**src/core/rmvc_pkg.sv**
```systemverilog
// Overview of operation
// - Core rail control at offset 37h resets to 0Ah; all fields read/write.
// - In standby, set point code 1/2/3 lowers rail 4/3/2 percent; 0 keeps normal.
// - Voltage select bits 5-4, reset 0: 1.05 V, 1 V, 0.975 V, 0.95 V.
// - On standby exit, nonzero exit-mode bits 3-2 are copied into mode control.
// - Mode control bits 1-0 reset 2: off, auto, auto, forced PWM.
// - Five volt rail register at 38h resets to 2Ah and is read-only.
// - Standby is active low; cleared override forces auto over forced PWM in standby.
package rmvc_pkg;
   localparam logic [7:0] CORE_RAIL_CONTROL_ADDR = 8'h37;
   localparam logic [7:0] FIVE_VOLT_RAIL_CONTROL_ADDR = 8'h38;
   localparam logic [7:0] CORE_RAIL_CONTROL_RST = 8'h0A;
   localparam logic [7:0] FIVE_VOLT_RAIL_CONTROL_RST = 8'h2A;
   localparam int LOW_POWER_SETPOINT_LSB = 6;
   localparam int VOLTAGE_SELECT_LSB = 4;
   localparam int EXIT_STANDBY_MODE_LSB = 2;
   localparam int MODE_CONTROL_LSB = 0;
   localparam logic [1:0] MODE_OFF = 2'h0;
   localparam logic [1:0] MODE_AUTO = 2'h2;
   localparam logic [1:0] MODE_FORCED_PWM = 2'h3;
   localparam logic [1:0] EXIT_NO_CHANGE = 2'h0;
   // Effective set point in units of 0.5 percent offset from nominal (signed).
   localparam logic signed [4:0] SETPOINT_P5 = 5'sh0A;
   localparam logic signed [4:0] SETPOINT_NOM = 5'sh00;
   localparam logic signed [4:0] SETPOINT_M2P5 = -5'sh05;
   localparam logic signed [4:0] SETPOINT_M5 = -5'sh0A;
   localparam logic signed [4:0] SETPOINT_M4 = -5'sh08;
   localparam logic signed [4:0] SETPOINT_M3 = -5'sh06;
   localparam logic signed [4:0] SETPOINT_M2 = -5'sh04;
endpackage

```
**src/core/rmvc_sync.sv**
```systemverilog
module rmvc_sync (
   input wire logic clk,
   input wire logic rst,
   input wire logic d,
   output logic q
);
   logic meta_r;

   // Reset to the idle (not in standby) level of an active-low input.
   always_ff @(posedge clk or posedge rst)
   begin
      if (rst)
      begin
         meta_r <= 1'b1;
         q <= 1'b1;
      end
      else
      begin
         meta_r <= d;
         q <= meta_r;
      end
   end
endmodule

```
**src/core/rmvc_regs.sv**
```systemverilog
module rmvc_regs (
   input wire logic clk,
   input wire logic rst,
   input wire logic [7:0] reg_addr,
   input wire logic [7:0] reg_wdata,
   input wire logic reg_wr,
   input wire logic reg_rd,
   output logic [7:0] reg_rdata,
   output logic reg_hit,
   input wire logic standby_n,
   input wire logic core_low_power_override,
   output logic [1:0] core_mode_effective,
   output logic core_converter_enable,
   output logic core_forced_pwm,
   output logic signed [4:0] core_setpoint_half_pct,
   output logic [1:0] core_exit_standby_mode_q,
   output logic [7:0] core_rail_control_q
);
   logic standby_n_s;
   logic standby_n_d_r;
   logic [7:0] core_rail_control_r;
   logic standby_exit;
   logic in_standby;
   logic [1:0] ctl;
   logic [1:0] exit_mode;
   logic [1:0] lvsel;
   logic [1:0] vsel;
   logic [1:0] mode_nxt;
   logic signed [4:0] setpoint_nxt;
   logic core_wr_hit;
   logic exit_copy_en;
   logic [1:0] mode_r;
   logic signed [4:0] setpoint_r;
   logic [7:0] rdata_nxt;
   logic hit_nxt;
   logic [7:0] rdata_r;
   logic hit_r;

   function automatic logic signed [4:0] vsel_offset(input logic [1:0] code);
      case (code)
         2'h0: vsel_offset = rmvc_pkg::SETPOINT_P5;
         2'h1: vsel_offset = rmvc_pkg::SETPOINT_NOM;
         2'h2: vsel_offset = rmvc_pkg::SETPOINT_M2P5;
         default: vsel_offset = rmvc_pkg::SETPOINT_M5;
      endcase
   endfunction

   // The core address decode is shared by the write and read paths; the five volt decode serves the read path only.
   function automatic logic is_core_addr(input logic [7:0] addr);
      is_core_addr = addr == rmvc_pkg::CORE_RAIL_CONTROL_ADDR;
   endfunction

   function automatic logic is_five_addr(input logic [7:0] addr);
      is_five_addr = addr == rmvc_pkg::FIVE_VOLT_RAIL_CONTROL_ADDR;
   endfunction

   rmvc_sync u_standby_sync (
      .clk(clk),
      .rst(rst),
      .d(standby_n),
      .q(standby_n_s)
   );

   always_ff @(posedge clk or posedge rst)
   begin
      if (rst)
         standby_n_d_r <= 1'b1;
      else
         standby_n_d_r <= standby_n_s;
   end

   assign in_standby = ~standby_n_s;
   assign standby_exit = standby_n_s & ~standby_n_d_r;

   assign lvsel = core_rail_control_r[rmvc_pkg::LOW_POWER_SETPOINT_LSB +: 2];
   assign vsel = core_rail_control_r[rmvc_pkg::VOLTAGE_SELECT_LSB +: 2];
   assign exit_mode = core_rail_control_r[rmvc_pkg::EXIT_STANDBY_MODE_LSB +: 2];
   assign ctl = core_rail_control_r[rmvc_pkg::MODE_CONTROL_LSB +: 2];

   // Writes to the five volt address never reach a register, so they vanish here.
   assign core_wr_hit = reg_wr && is_core_addr(reg_addr);
   assign exit_copy_en = standby_exit && exit_mode != rmvc_pkg::EXIT_NO_CHANGE;

   // A software write in the exit cycle wins over the hardware copy for the whole byte.
   always_ff @(posedge clk or posedge rst)
   begin
      if (rst)
         core_rail_control_r <= rmvc_pkg::CORE_RAIL_CONTROL_RST;
      else if (core_wr_hit)
         core_rail_control_r <= reg_wdata;
      else if (exit_copy_en)
         core_rail_control_r[rmvc_pkg::MODE_CONTROL_LSB +: 2] <= exit_mode;
   end

   always_comb
   begin
      mode_nxt = ctl;
      if (in_standby && !core_low_power_override && ctl == rmvc_pkg::MODE_FORCED_PWM)
         mode_nxt = rmvc_pkg::MODE_AUTO;
      setpoint_nxt = vsel_offset(vsel);
      if (in_standby)
      begin
         case (lvsel)
            2'h1: setpoint_nxt = rmvc_pkg::SETPOINT_M4;
            2'h2: setpoint_nxt = rmvc_pkg::SETPOINT_M3;
            2'h3: setpoint_nxt = rmvc_pkg::SETPOINT_M2;
            default: setpoint_nxt = vsel_offset(vsel);
         endcase
      end
   end

   // The effective mode is registered so the converter never sees a decode glitch.
   always_ff @(posedge clk or posedge rst)
   begin
      if (rst)
         mode_r <= rmvc_pkg::MODE_AUTO;
      else
         mode_r <= mode_nxt;
   end

   // The set point follows the same one-cycle latency as the mode.
   always_ff @(posedge clk or posedge rst)
   begin
      if (rst)
         setpoint_r <= rmvc_pkg::SETPOINT_P5;
      else
         setpoint_r <= setpoint_nxt;
   end

   assign core_mode_effective = mode_r;
   assign core_setpoint_half_pct = setpoint_r;
   assign core_converter_enable = mode_r != rmvc_pkg::MODE_OFF;
   assign core_forced_pwm = mode_r == rmvc_pkg::MODE_FORCED_PWM;
   assign core_exit_standby_mode_q = exit_mode;
   assign core_rail_control_q = core_rail_control_r;

   // Unmapped addresses read zero and drop reg_hit.
   always_comb
   begin
      rdata_nxt = 8'h00;
      hit_nxt = 1'b0;
      if (is_core_addr(reg_addr))
      begin
         rdata_nxt = core_rail_control_r;
         hit_nxt = 1'b1;
      end
      else if (is_five_addr(reg_addr))
      begin
         rdata_nxt = rmvc_pkg::FIVE_VOLT_RAIL_CONTROL_RST;
         hit_nxt = 1'b1;
      end
   end

   // Read data is held until the next read so a slow bus front end can fetch it late.
   always_ff @(posedge clk or posedge rst)
   begin
      if (rst)
         rdata_r <= 8'h00;
      else if (reg_rd)
         rdata_r <= rdata_nxt;
   end

   always_ff @(posedge clk or posedge rst)
   begin
      if (rst)
         hit_r <= 1'b0;
      else if (reg_rd)
         hit_r <= hit_nxt;
   end

   assign reg_rdata = rdata_r;
   assign reg_hit = hit_r;
endmodule

```
**config.mk**
```make
export PLATFORM = sky130hd
export DESIGN_NAME = rmvc_regs
export DESIGN_NICKNAME = d
export VERILOG_FILES = /design/src/core/rmvc_pkg.sv /design/src/core/rmvc_sync.sv /design/src/core/rmvc_regs.sv
export SDC_FILE = /design/constraint.sdc
export NUM_CORES = 1
export LEC_CHECK = 0
export CORE_MARGIN = 3
export CORE_UTILIZATION = 59
export DETAILED_ROUTE_END_ITERATION = 16
export DONT_BUFFER_PORTS = 1
export PLACE_DENSITY_LB_ADDON = 0.15
export RECOVER_POWER = 25
export SETUP_SLACK_MARGIN = 0.2
export SLEW_MARGIN = 10
export SYNTH_ARGS = -nofsm -noshare
export SYNTH_HDL_FRONTEND = slang
export SYNTH_SLANG_ARGS = --single-unit
```
**constraint.sdc**
```tcl
create_clock -name clk -period 1.7 [get_ports clk]
set_clock_uncertainty 0.1 [all_clocks]
set_input_delay 0.255 -clock clk [delete_from_list [all_inputs] [get_ports clk]]
set_output_delay 0.255 -clock clk [all_outputs]
set_load 0.03 [all_outputs]
```
==> results of run 1 <==
[stage by stage]
step	util (%)	total power, mW	hold slack [ns]
final	75.2	1.28	0.138
after global routing	75.2	1.33	0.169
after CTS	75.1	1.29	0.132
after detailed placement	65.6	0.968	0.119
after global placement	65.6	0.962	0.116
after floorplan	-	0.945	0.159
[final cells by class]
type / count / area (um2)
clock buffer: 3 / 22.5
clock inverter: 1 / 7.51
fill: 130 / 433
inverter: 13 / 48.8
multi-input combinational: 49 / 354
sequential: 27 / 687
tap: 25 / 31.3
timing repair buffer: 17 / 161
[worst max path at each step]
stage,startpoint,to
after floorplan,core_rail_control_q[3],core_rail_control_q[0]
after global placement,core_mode_effective[1],core_forced_pwm
after detailed placement,u_standby_sync.q,core_rail_control_q[0]
after CTS,core_mode_effective[1],core_forced_pwm
after global routing,core_mode_effective[1],core_forced_pwm
final,core_mode_effective[1],core_forced_pwm
[cells by family (layout without fill, tap and decap cells)]
family          Yosys count  in the layout
flops                    27             27
compound gates           18             18
buf+inv                  18             34
simple gates             22             22
mux                       9              9
[per-layer routing]
| metal | up-vias | track usage, % | part of all wire (%) |
|---|---|---|---|
| met5 | - | 0 | 0 |
| met4 | 0 | 11.1 | 2.2 |
| li1 | 347 | - | - |
| met1 | 344 | 22.0 | 41 |
| met2 | 32 | 30.4 | 49 |
| met3 | 4 | 6.73 | 7.7 |
[timing repair]
| action | 4_1_cts | 5_1_grt |
|---|---|---|
| endpoints found under the hold margin | 38 | 0 |
| cloned | 0 | 0 |
| pin swaps | 2 | 1 |
| hold buffers | 13 | 0 |
| setup endpoints to repair | 2 | 4 |
| gates resized for setup | 4 | 1 |
[cells in the mapped netlist]
| master | number |
|---|---|
| dfrtp_1 | 19 |
| inv_1 | 13 |
| nand2_1 | 9 |
| dfstp_2 | 8 |
| o22ai_1 | 8 |
| mux2_2 | 7 |
| o21ai_0 | 5 |
| a21oi_1 | 2 |
| buf_4 | 2 |
| mux2i_1 | 2 |
| nor2_1 | 2 |
| a31oi_1 | 1 |
| a32o_1 | 1 |
| and2_1 | 1 |
| and3b_1 | 1 |
| and4b_2 | 1 |
| and4bb_2 | 1 |
| buf_1 | 1 |
| clkbuf_1 | 1 |
| clkbuf_2 | 1 |
| nand2b_1 | 1 |
| nand3_4 | 1 |
| nand3b_1 | 1 |
| nand4b_1 | 1 |
| nor2b_1 | 1 |
| nor4b_1 | 1 |
| o21bai_1 | 1 |
| or2_2 | 1 |
[registers in the layout (all words and copies together), names as in the netlist]
name	flops
standby_n_d_r	1
reg_rdata	8
core_rail_control_q	8
core_mode_effective	2
core_setpoint_half_pct	5
u_standby_sync.meta_r	1
u_standby_sync.q	1
reg_hit	1
[tightest hold or removal path, stage by stage]
cell and delay, ns:
nand4b_1 0.10, o21ai_0 0.08, o22ai_1 0.10
[power groups by stage]
stage | logic, mW | registers [mW] | clock network (mW)
after global placement | 0.127 | 0.836 | 0
after CTS | 0.168 | 0.830 | 0.292
after detailed placement | 0.130 | 0.838 | 0
final | 0.167 | 0.828 | 0.283
after global routing | 0.181 | 0.838 | 0.313
after floorplan | 0.114 | 0.831 | 0
==> impl_metrics.csv, run 1 <==
group,metric,value,unit
cts,cts_tree,"yes",
floorplan,fp.coreArea,1750,um2
worst_setup_path,slowest_delay,0.66,ns
drt,finalWirelength,2090,um
placement,hpwl,1500,um
floorplan,die_h,49.4,um
worst_setup_path,critical_path_arrival,1.22,ns
placement,placed_cells,118,
synth,ys_ff_latch,27,
cts,clk_pin_slew_worst_paths,0.14,ns
synth,syn_area,1110,um2
worst_setup_path,cp.buffers_inverters,0,
timing,finalHoldViolCount,0,
cells_and_area,final_area,1310,um2
power_and_ir_drop,p_per_area,974,nW/um2
worst_setup_path,reg2reg_to,"core_rail_control_q[0]",
worst_setup_path,cp-start-kind,"flop",
power_and_ir_drop,switching_share,31.9,%
synth,synthAdderAreaFrac,0,%
drt,drtAntennaViolNets,0,
cts,post_cts_buffers,0,
drt,viasPerCell,5.39,
synth,ys_warn_count,0,
cells_and_area,insertedDiodeCount,0,
timing,period_share,92.5,%
synth,synth_top_family_by_area,"simple AND/OR/NAND/NOR gates",
cells_and_area,syn2layout_area_growth,18.1,%
worst_setup_path,cp.required,1.34,ns
worst_setup_path,cp_cell_sequence,"and2_4",
cells_and_area,final_cell_mix,"dfrtp_1, inv_1, dlygate4sd3_1, nand2_1",
cts,cts.htree.levels,1,
synth,yosys.area.top_type_share,42.8,%
worst_setup_path,crit_fanout,3,
cts,cts-root-buf,"clkbuf_4",
power_and_ir_drop,cell_internal_pwr,0.871,mW
synth,synth_compound_area_share,9.80,%
synth,synthTopCellsByArea,"dfrtp_1, dfstp_2, mux2_2, o22ai_1, inv_1",
timing,slew_headroom,56.8,%
timing,rsz0062_at_grt,"true",
power_and_ir_drop,leakagePower,0.581,nW
synth,synth_top_area_cell,"dfrtp_1",
power_and_ir_drop,power.net_switching,0.408,mW
floorplan,die_area,2440,um2
placement,globalplace.congestion,0.767,
worst_setup_path,reg2reg_depth,3,
worst_setup_path,critPathTopFamily,"flip-flops",
worst_setup_path,crit_cells,1,
cts,cts_buffers,3,
power_and_ir_drop,combPwrFrac,13.1,%
worst_hold_path,hp-start,"reg_addr[2]",
global_routing,grt_pass1_wl,3400,um
floorplan,start_util,63.7,%
synth,synth_simple_gate_area_share,12.7,%
synth,yosysSeqAreaShare,61.7,%
synth,synth_mux_area_share,8.90,%
cts,clock-sinks,27,
worst_hold_path,holdCritPathClass,"primary input to flop",
power_and_ir_drop,irDropWorstVdd,0.951,mV
global_routing,grt_usage,19.0,%
power_and_ir_drop,power.share.sequential,64.8,%
timing,tightest_slew,0.648,ns
worst_setup_path,slowest_stage,"dfstp_2",
drt,vias,727,
cts,insertion_delay,0.33,ns
placement,port_buffers,0,
synth,netlist_instances,94,
power_and_ir_drop,p_clk_share,22.1,%
drt,wl_per_cell,15.5,um
placement,place_area,1140,um2
worst_hold_path,hold_end,"reg_rdata[5]",
global_routing,antenna_found_initial,0,
worst_setup_path,criticalPathCategory,"flop to output pin",
global_routing,grt_pass1_vias,753,
job,drv_cap,0,
cells_and_area,nets,133,
synth,synth_cell_types,28,
drt,route.detailed.drc,0,
cells_and_area,drive_gt1_share,26.4,%
timing,finalCriticalPeriod,1.57,ns
synth,syn_area_per_cell,11.8,um2
drt,drtIter0Drc,4,
outcome,outcome,"finished clean",
drt,dr.pass1.iters,3,
worst_setup_path,timing.rr.start,"u_standby_sync.q",
cts,clockBufferDepth,2,
worst_setup_path,endpoint_kind,"output pin",
timing,finalSetupViolCount,0,
floorplan,io_pins,50,
synth,synth-xor-area-share,0,%
timing,fmax,0.636,GHz
cells_and_area,instances_no_fill,135,
worst_hold_path,worstHoldPathCells,3,
worst_setup_path,worst-r2r-setup-slack,0.35,ns
placement,pre_cts_slack,0.370,ns
synth,syn-num-nets,116,
timing,slew_viol_final,0,
cells_and_area,final_common_cell,"dfrtp_1",
global_routing,grt_max_degree,28,
global_routing,overflow,0,
timing,setup_tns,0,ns
floorplan,dieWidth,49.4,um
timing,timing.final.ws_setup,0.128,ns
floorplan,row_count,15,
(Power assumes the default switching activity.)
==> inputs of run 2 (changes only) <==
--- a/config.mk
+++ b/config.mk
@@ -5,10 +5,11 @@
 export SDC_FILE = /design/constraint.sdc
 export NUM_CORES = 1
 export LEC_CHECK = 0
-export CORE_MARGIN = 3
+export CORE_MARGIN = 2
 export CORE_UTILIZATION = 59
 export DETAILED_ROUTE_END_ITERATION = 16
 export DONT_BUFFER_PORTS = 1
+export MAX_ROUTING_LAYER = met4
 export PLACE_DENSITY_LB_ADDON = 0.15
 export RECOVER_POWER = 25
 export SETUP_SLACK_MARGIN = 0.2
==> run 2 against run 1 <==
Net effect:
- first-iteration DRC count rose to 3.0 times the previous value
- register-to-register slack got worse by 0.08 ns
- clock power shrank 3%
- sequential power about the same
- fmax increased by 0.38%
- largest cell class unchanged
==> impl_metrics.csv, run 2 (synthesis gave the netlist of run 1 again) <==
group,metric,value,unit
worst_setup_path,cp-start-kind,"flop",
cts,cts_buffers,3,
global_routing,overflow,0,
floorplan,start_util,63.7,%
worst_setup_path,cp.buffers_inverters,0,
power_and_ir_drop,switching_share,31.6,%
floorplan,dieWidth,47.4,um
drt,vias,770,
cells_and_area,insertedDiodeCount,0,
power_and_ir_drop,cell_internal_pwr,0.868,mW
worst_hold_path,worstHoldPathCells,2,
cells_and_area,drive_gt1_share,25.7,%
timing,slew_headroom,59.0,%
worst_setup_path,cp_cell_sequence,"and2_4",
placement,hpwl,1440,um
floorplan,fp.coreArea,1750,um2
floorplan,io_pins,50,
worst_setup_path,criticalPathCategory,"flop to output pin",
cells_and_area,nets,132,
worst_hold_path,hp-start,"reg_wr",
cts,cts_tree,"yes",
worst_setup_path,slowest_delay,0.66,ns
drt,dr.pass1.iters,4,
worst_setup_path,cp.required,1.34,ns
floorplan,row_count,15,
power_and_ir_drop,p_per_area,974,nW/um2
placement,pre_cts_slack,0.391,ns
global_routing,grt_pass1_wl,3020,um
worst_hold_path,holdCritPathClass,"primary input to flop",
drt,viasPerCell,5.75,
placement,port_buffers,0,
power_and_ir_drop,irDropWorstVdd,0.807,mV
worst_setup_path,crit_fanout,3,
worst_setup_path,critical_path_arrival,1.21,ns
drt,drtIter0Drc,12,
timing,timing.final.ws_setup,0.134,ns
global_routing,antenna_found_initial,0,
timing,finalHoldViolCount,0,
cts,post_cts_buffers,0,
cells_and_area,fillCellCount,120,
cells_and_area,final_common_cell,"dfrtp_1",
placement,globalplace.congestion,0.802,
cts,clock-sinks,27,
cts,cts-root-buf,"clkbuf_4",
floorplan,die_h,47.4,um
cells_and_area,final_cell_mix,"dfrtp_1, inv_1, dlygate4sd3_1, nand2_1, o22ai_1",
power_and_ir_drop,p_clk_share,21.6,%
worst_hold_path,hold_end,"core_rail_control_q[1]",
cts,clk_pin_slew_worst_paths,0.14,ns
cells_and_area,syn2layout_area_growth,17.2,%
worst_setup_path,slowest_stage,"dfstp_2",
worst_setup_path,critPathTopFamily,"flip-flops",
drt,wl_per_cell,15.4,um
drt,drtAntennaViolNets,0,
outcome,outcome,"finished clean",
power_and_ir_drop,leakagePower,0.577,nW
drt,route.detailed.drc,0,
timing,finalCriticalPeriod,1.57,ns
cts,insertion_delay,0.32,ns
timing,slew_viol_final,0,
worst_setup_path,timing.rr.start,"u_standby_sync.q",
timing,holdWs,0.00605,ns
job,drv_cap,0,
global_routing,grt_usage,20.7,%
timing,fmax,0.639,GHz
global_routing,grt_max_degree,28,
global_routing,grt_pass1_vias,724,
cts,clockBufferDepth,2,
power_and_ir_drop,power.share.sequential,65.3,%
floorplan,die_area,2250,um2
cts,cts.htree.levels,1,
power_and_ir_drop,combPwrFrac,13.1,%
timing,finalSetupViolCount,0,
worst_setup_path,endpoint_kind,"output pin",
timing,setup_tns,0,ns
worst_setup_path,worst-r2r-setup-slack,0.27,ns
timing,tightest_slew,0.615,ns
drt,finalWirelength,2060,um
timing,period_share,92.1,%
cells_and_area,utilization,74.6,%
timing,rsz0062_at_grt,"true",
power_and_ir_drop,power.net_switching,0.401,mW
worst_setup_path,crit_cells,1,
worst_setup_path,reg2reg_to,"core_rail_control_q[0]",
worst_setup_path,reg2reg_depth,3,
==> run 2: final cells by class <==
type | instances | area, um2 | share of cell area (%)
clock buffers | 3 | 22.5 | 1.73
clock inverters | 1 | 7.51 | 0.576
inverters | 13 | 48.8 | 3.75
multi-input cells | 49 | 354 | 27.2
flip-flops and latches | 27 | 687 | 52.7
well taps | 25 | 31.3 | 2.40
repair buffers | 16 | 151 | 11.6
==> run 2: what timing repair did <==
action                                  CTS  global route
pin swaps                                 2             1
resized for setup                         4             1
endpoints found under the setup margin    2             3
hold buffers                             11             1
hold endpoints to repair                 37             1
==> run 2: how the worst max path moves through the flow <==
| stage | startpoint | to | slack [ns] |
|---|---|---|---|
| after floorplan | core_rail_control_q[3] | core_rail_control_q[0] | 0.35 |
| after global placement | core_mode_effective[1] | core_forced_pwm | 0.40 |
| after global routing | core_mode_effective[1] | core_forced_pwm | 0.09 |
| after detailed placement | u_standby_sync.q | core_rail_control_q[0] | 0.39 |
| final | core_mode_effective[1] | core_forced_pwm | 0.13 |
| after CTS | core_mode_effective[1] | core_forced_pwm | 0.13 |
==> run 2: power groups by stage <==
stage	Clock [mW]	Sequential [mW]	Combinational, mW
4_1_cts	0.282	0.828	0.165
6_report	0.274	0.828	0.167
3_5_place_dp	0	0.836	0.129
3_3_place_gp	0	0.833	0.127
2_1_floorplan	0	0.831	0.114
5_1_grt	0.313	0.836	0.180
==> run 2: per-stage QoR <==
step / cells / total power, mW / area [um2]
after global routing: 134 / 1.33 / 1300
after detailed placement: 118 / 0.965 / 1140
after global placement: 118 / 0.960 / 1140
after CTS: 133 / 1.27 / 1290
final: 134 / 1.27 / 1300
after floorplan: 94 / 0.945 / 1110
==> run 2: routing by layer <==
layer / global-route usage [%] / up-vias / part of all wire, %
li1: - / 347 / -
met1: 23.3 / 371 / 36
met2: 31.6 / 48 / 52
met3: 5.77 / 4 / 9.3
met4: 13.9 / 0 / 1.7
met5: - / - / 0
==> inputs of run 3 (changes only) <==
--- a/config.mk
+++ b/config.mk
@@ -12,7 +12,7 @@
 export MAX_ROUTING_LAYER = met4
 export PLACE_DENSITY_LB_ADDON = 0.15
 export RECOVER_POWER = 25
-export SETUP_SLACK_MARGIN = 0.2
+export SETUP_SLACK_MARGIN = 0.3
 export SLEW_MARGIN = 10
 export SYNTH_ARGS = -nofsm -noshare
 export SYNTH_HDL_FRONTEND = slang
==> run 3 against run 2 <==
Net effect:
- utilization grew 0.72 points
- via count down 0.52%
- clock power barely moved
- hold slack gained 0.0010 ns
- final area grew 0.96%
- critical path depth stayed put
- first-iteration DRC count fell by 8.3%
- final cell count is the same
- sequential power barely moved
- global-route usage increased by 0.28 points
- largest cell class unchanged
- largest power group unchanged
==> impl_metrics.csv, run 3 (synthesis gave the netlist of run 1 again) <==
group,metric,value,unit
timing,fmax,0.641,GHz
power_and_ir_drop,p_per_area,967,nW/um2
cells_and_area,nets,132,
floorplan,dieWidth,47.4,um
job,drv_cap,0,
timing,slew_headroom,58.6,%
cells_and_area,final_cell_mix,"dfrtp_1, inv_1, dlygate4sd3_1, nand2_1, o22ai_1",
floorplan,io_pins,50,
drt,drtIter0Drc,11,
worst_setup_path,slowest_stage,"dfstp_2",
worst_setup_path,worst-r2r-setup-slack,0.28,ns
worst_setup_path,cp.buffers_inverters,0,
cells_and_area,final_common_cell,"dfrtp_1",
power_and_ir_drop,report.power.total,1.27,mW
power_and_ir_drop,irDropWorstVdd,0.606,mV
placement,globalplace.congestion,0.802,
drt,drtAntennaViolNets,0,
floorplan,row_count,15,
floorplan,die_area,2250,um2
placement,hpwl,1440,um
cells_and_area,syn2layout_area_growth,18.4,%
floorplan,die_h,47.4,um
global_routing,overflow,0,
worst_setup_path,critical_path_arrival,1.21,ns
global_routing,grt_usage,21.0,%
worst_setup_path,crit_fanout,3,
worst_hold_path,holdCritPathClass,"primary input to flop",
outcome,outcome,"finished clean",
cells_and_area,insertedDiodeCount,0,
timing,finalHoldViolCount,0,
timing,period_share,91.8,%
cts,clock-sinks,27,
drt,viasPerCell,5.72,
drt,vias,766,
cts,insertion_delay,0.32,ns
worst_setup_path,endpoint_kind,"output pin",
global_routing,grt_max_degree,28,
worst_setup_path,cp.required,1.34,ns
global_routing,grt_pass1_vias,719,
cts,cts_tree,"yes",
worst_setup_path,cp_cell_sequence,"and2_4",
drt,wl_per_cell,15.3,um
worst_setup_path,criticalPathCategory,"flop to output pin",
timing,finalCriticalPeriod,1.56,ns
cts,clk_pin_slew_worst_paths,0.14,ns
floorplan,start_util,63.7,%
cts,cts-root-buf,"clkbuf_4",
timing,setup_tns,0,ns
worst_setup_path,cp-start-kind,"flop",
cells_and_area,drive_gt1_share,26.6,%
drt,route.detailed.drc,0,
placement,port_buffers,0,
drt,finalWirelength,2050,um
worst_setup_path,critPathTopFamily,"flip-flops",
power_and_ir_drop,leakagePower,0.586,nW
cts,post_cts_buffers,0,
cts,cts_buffers,3,
drt,dr.pass1.iters,4,
timing,rsz0062_at_grt,"true",
global_routing,antenna_found_initial,0,
timing,tightest_slew,0.621,ns
cts,cts.htree.levels,1,
timing,finalSetupViolCount,0,
timing,slew_viol_final,0,
cts,clockBufferDepth,2,
global_routing,grt_pass1_wl,3040,um
floorplan,fp.coreArea,1750,um2
worst_setup_path,slowest_delay,0.66,ns
run 3: through the flow:
step	hold WS, ns	instance area, um2	std cells	util (%)	setup WS, ns
floorplan	0.159	1110	94	-	0.353
global placement	0.116	1140	118	65.6	0.403
detailed placement	0.115	1140	118	65.6	0.391
CTS	0.00226	1300	133	74.7	0.130
global route	0.00460	1320	134	75.3	0.0876
finish	0.00705	1320	134	75.3	0.139
run 3: worst reg2reg max path: stages, from the launching register on:
cell and delay, ns:
dfstp_1 0.65, and3b_1 0.21, o21ai_0 0.09, mux2_2 0.27
run 3: layout make-up:
| cell class | count | area [um2] |
|---|---|---|
| sequential | 27 | 688 |
| fill | 119 | 430 |
| multi-input combinational | 49 | 354 |
| timing repair buffer | 16 | 163 |
| inverter | 13 | 48.8 |
| tap | 25 | 31.3 |
| clock buffer | 3 | 22.5 |
| clock inverter | 1 | 7.51 |
run 3: timing repair:
item	CTS	global route
cloned	0	0
pin swaps	2	1
hold buffers	11	1
resized for setup	7	2
endpoints found under the setup margin	4	8
hold endpoints to repair	37	1
run 3: final timing paths:
kind	startpoint	end	cells after the start
min reg2reg	u_standby_sync.meta_r	u_standby_sync.q	0
min	reg_wr	core_rail_control_q[1]	2
max in group asynchronous	rst	core_mode_effective[0]	3
max	core_mode_effective[1]	core_forced_pwm	1
min in group asynchronous	rst	core_rail_control_q[6]	3
max reg2reg	u_standby_sync.q	core_rail_control_q[0]	3
run 3: layer usage:
metal  vias to the layer above  share of wire (%)  GRT usage [%]
met4                         0                1.8           13.9
met3                         4                8.0           5.77
met1                       372                 38           24.1
met5                         -                  0              -
met2                        41                 52           31.6
li1                        349                  -              -
run 3: report_power, final:
part           internal, mW  total, mW  switching (mW)
Combinational        0.0752      0.169          0.0942
Sequential            0.706      0.827           0.121
Clock                0.0900      0.276           0.186
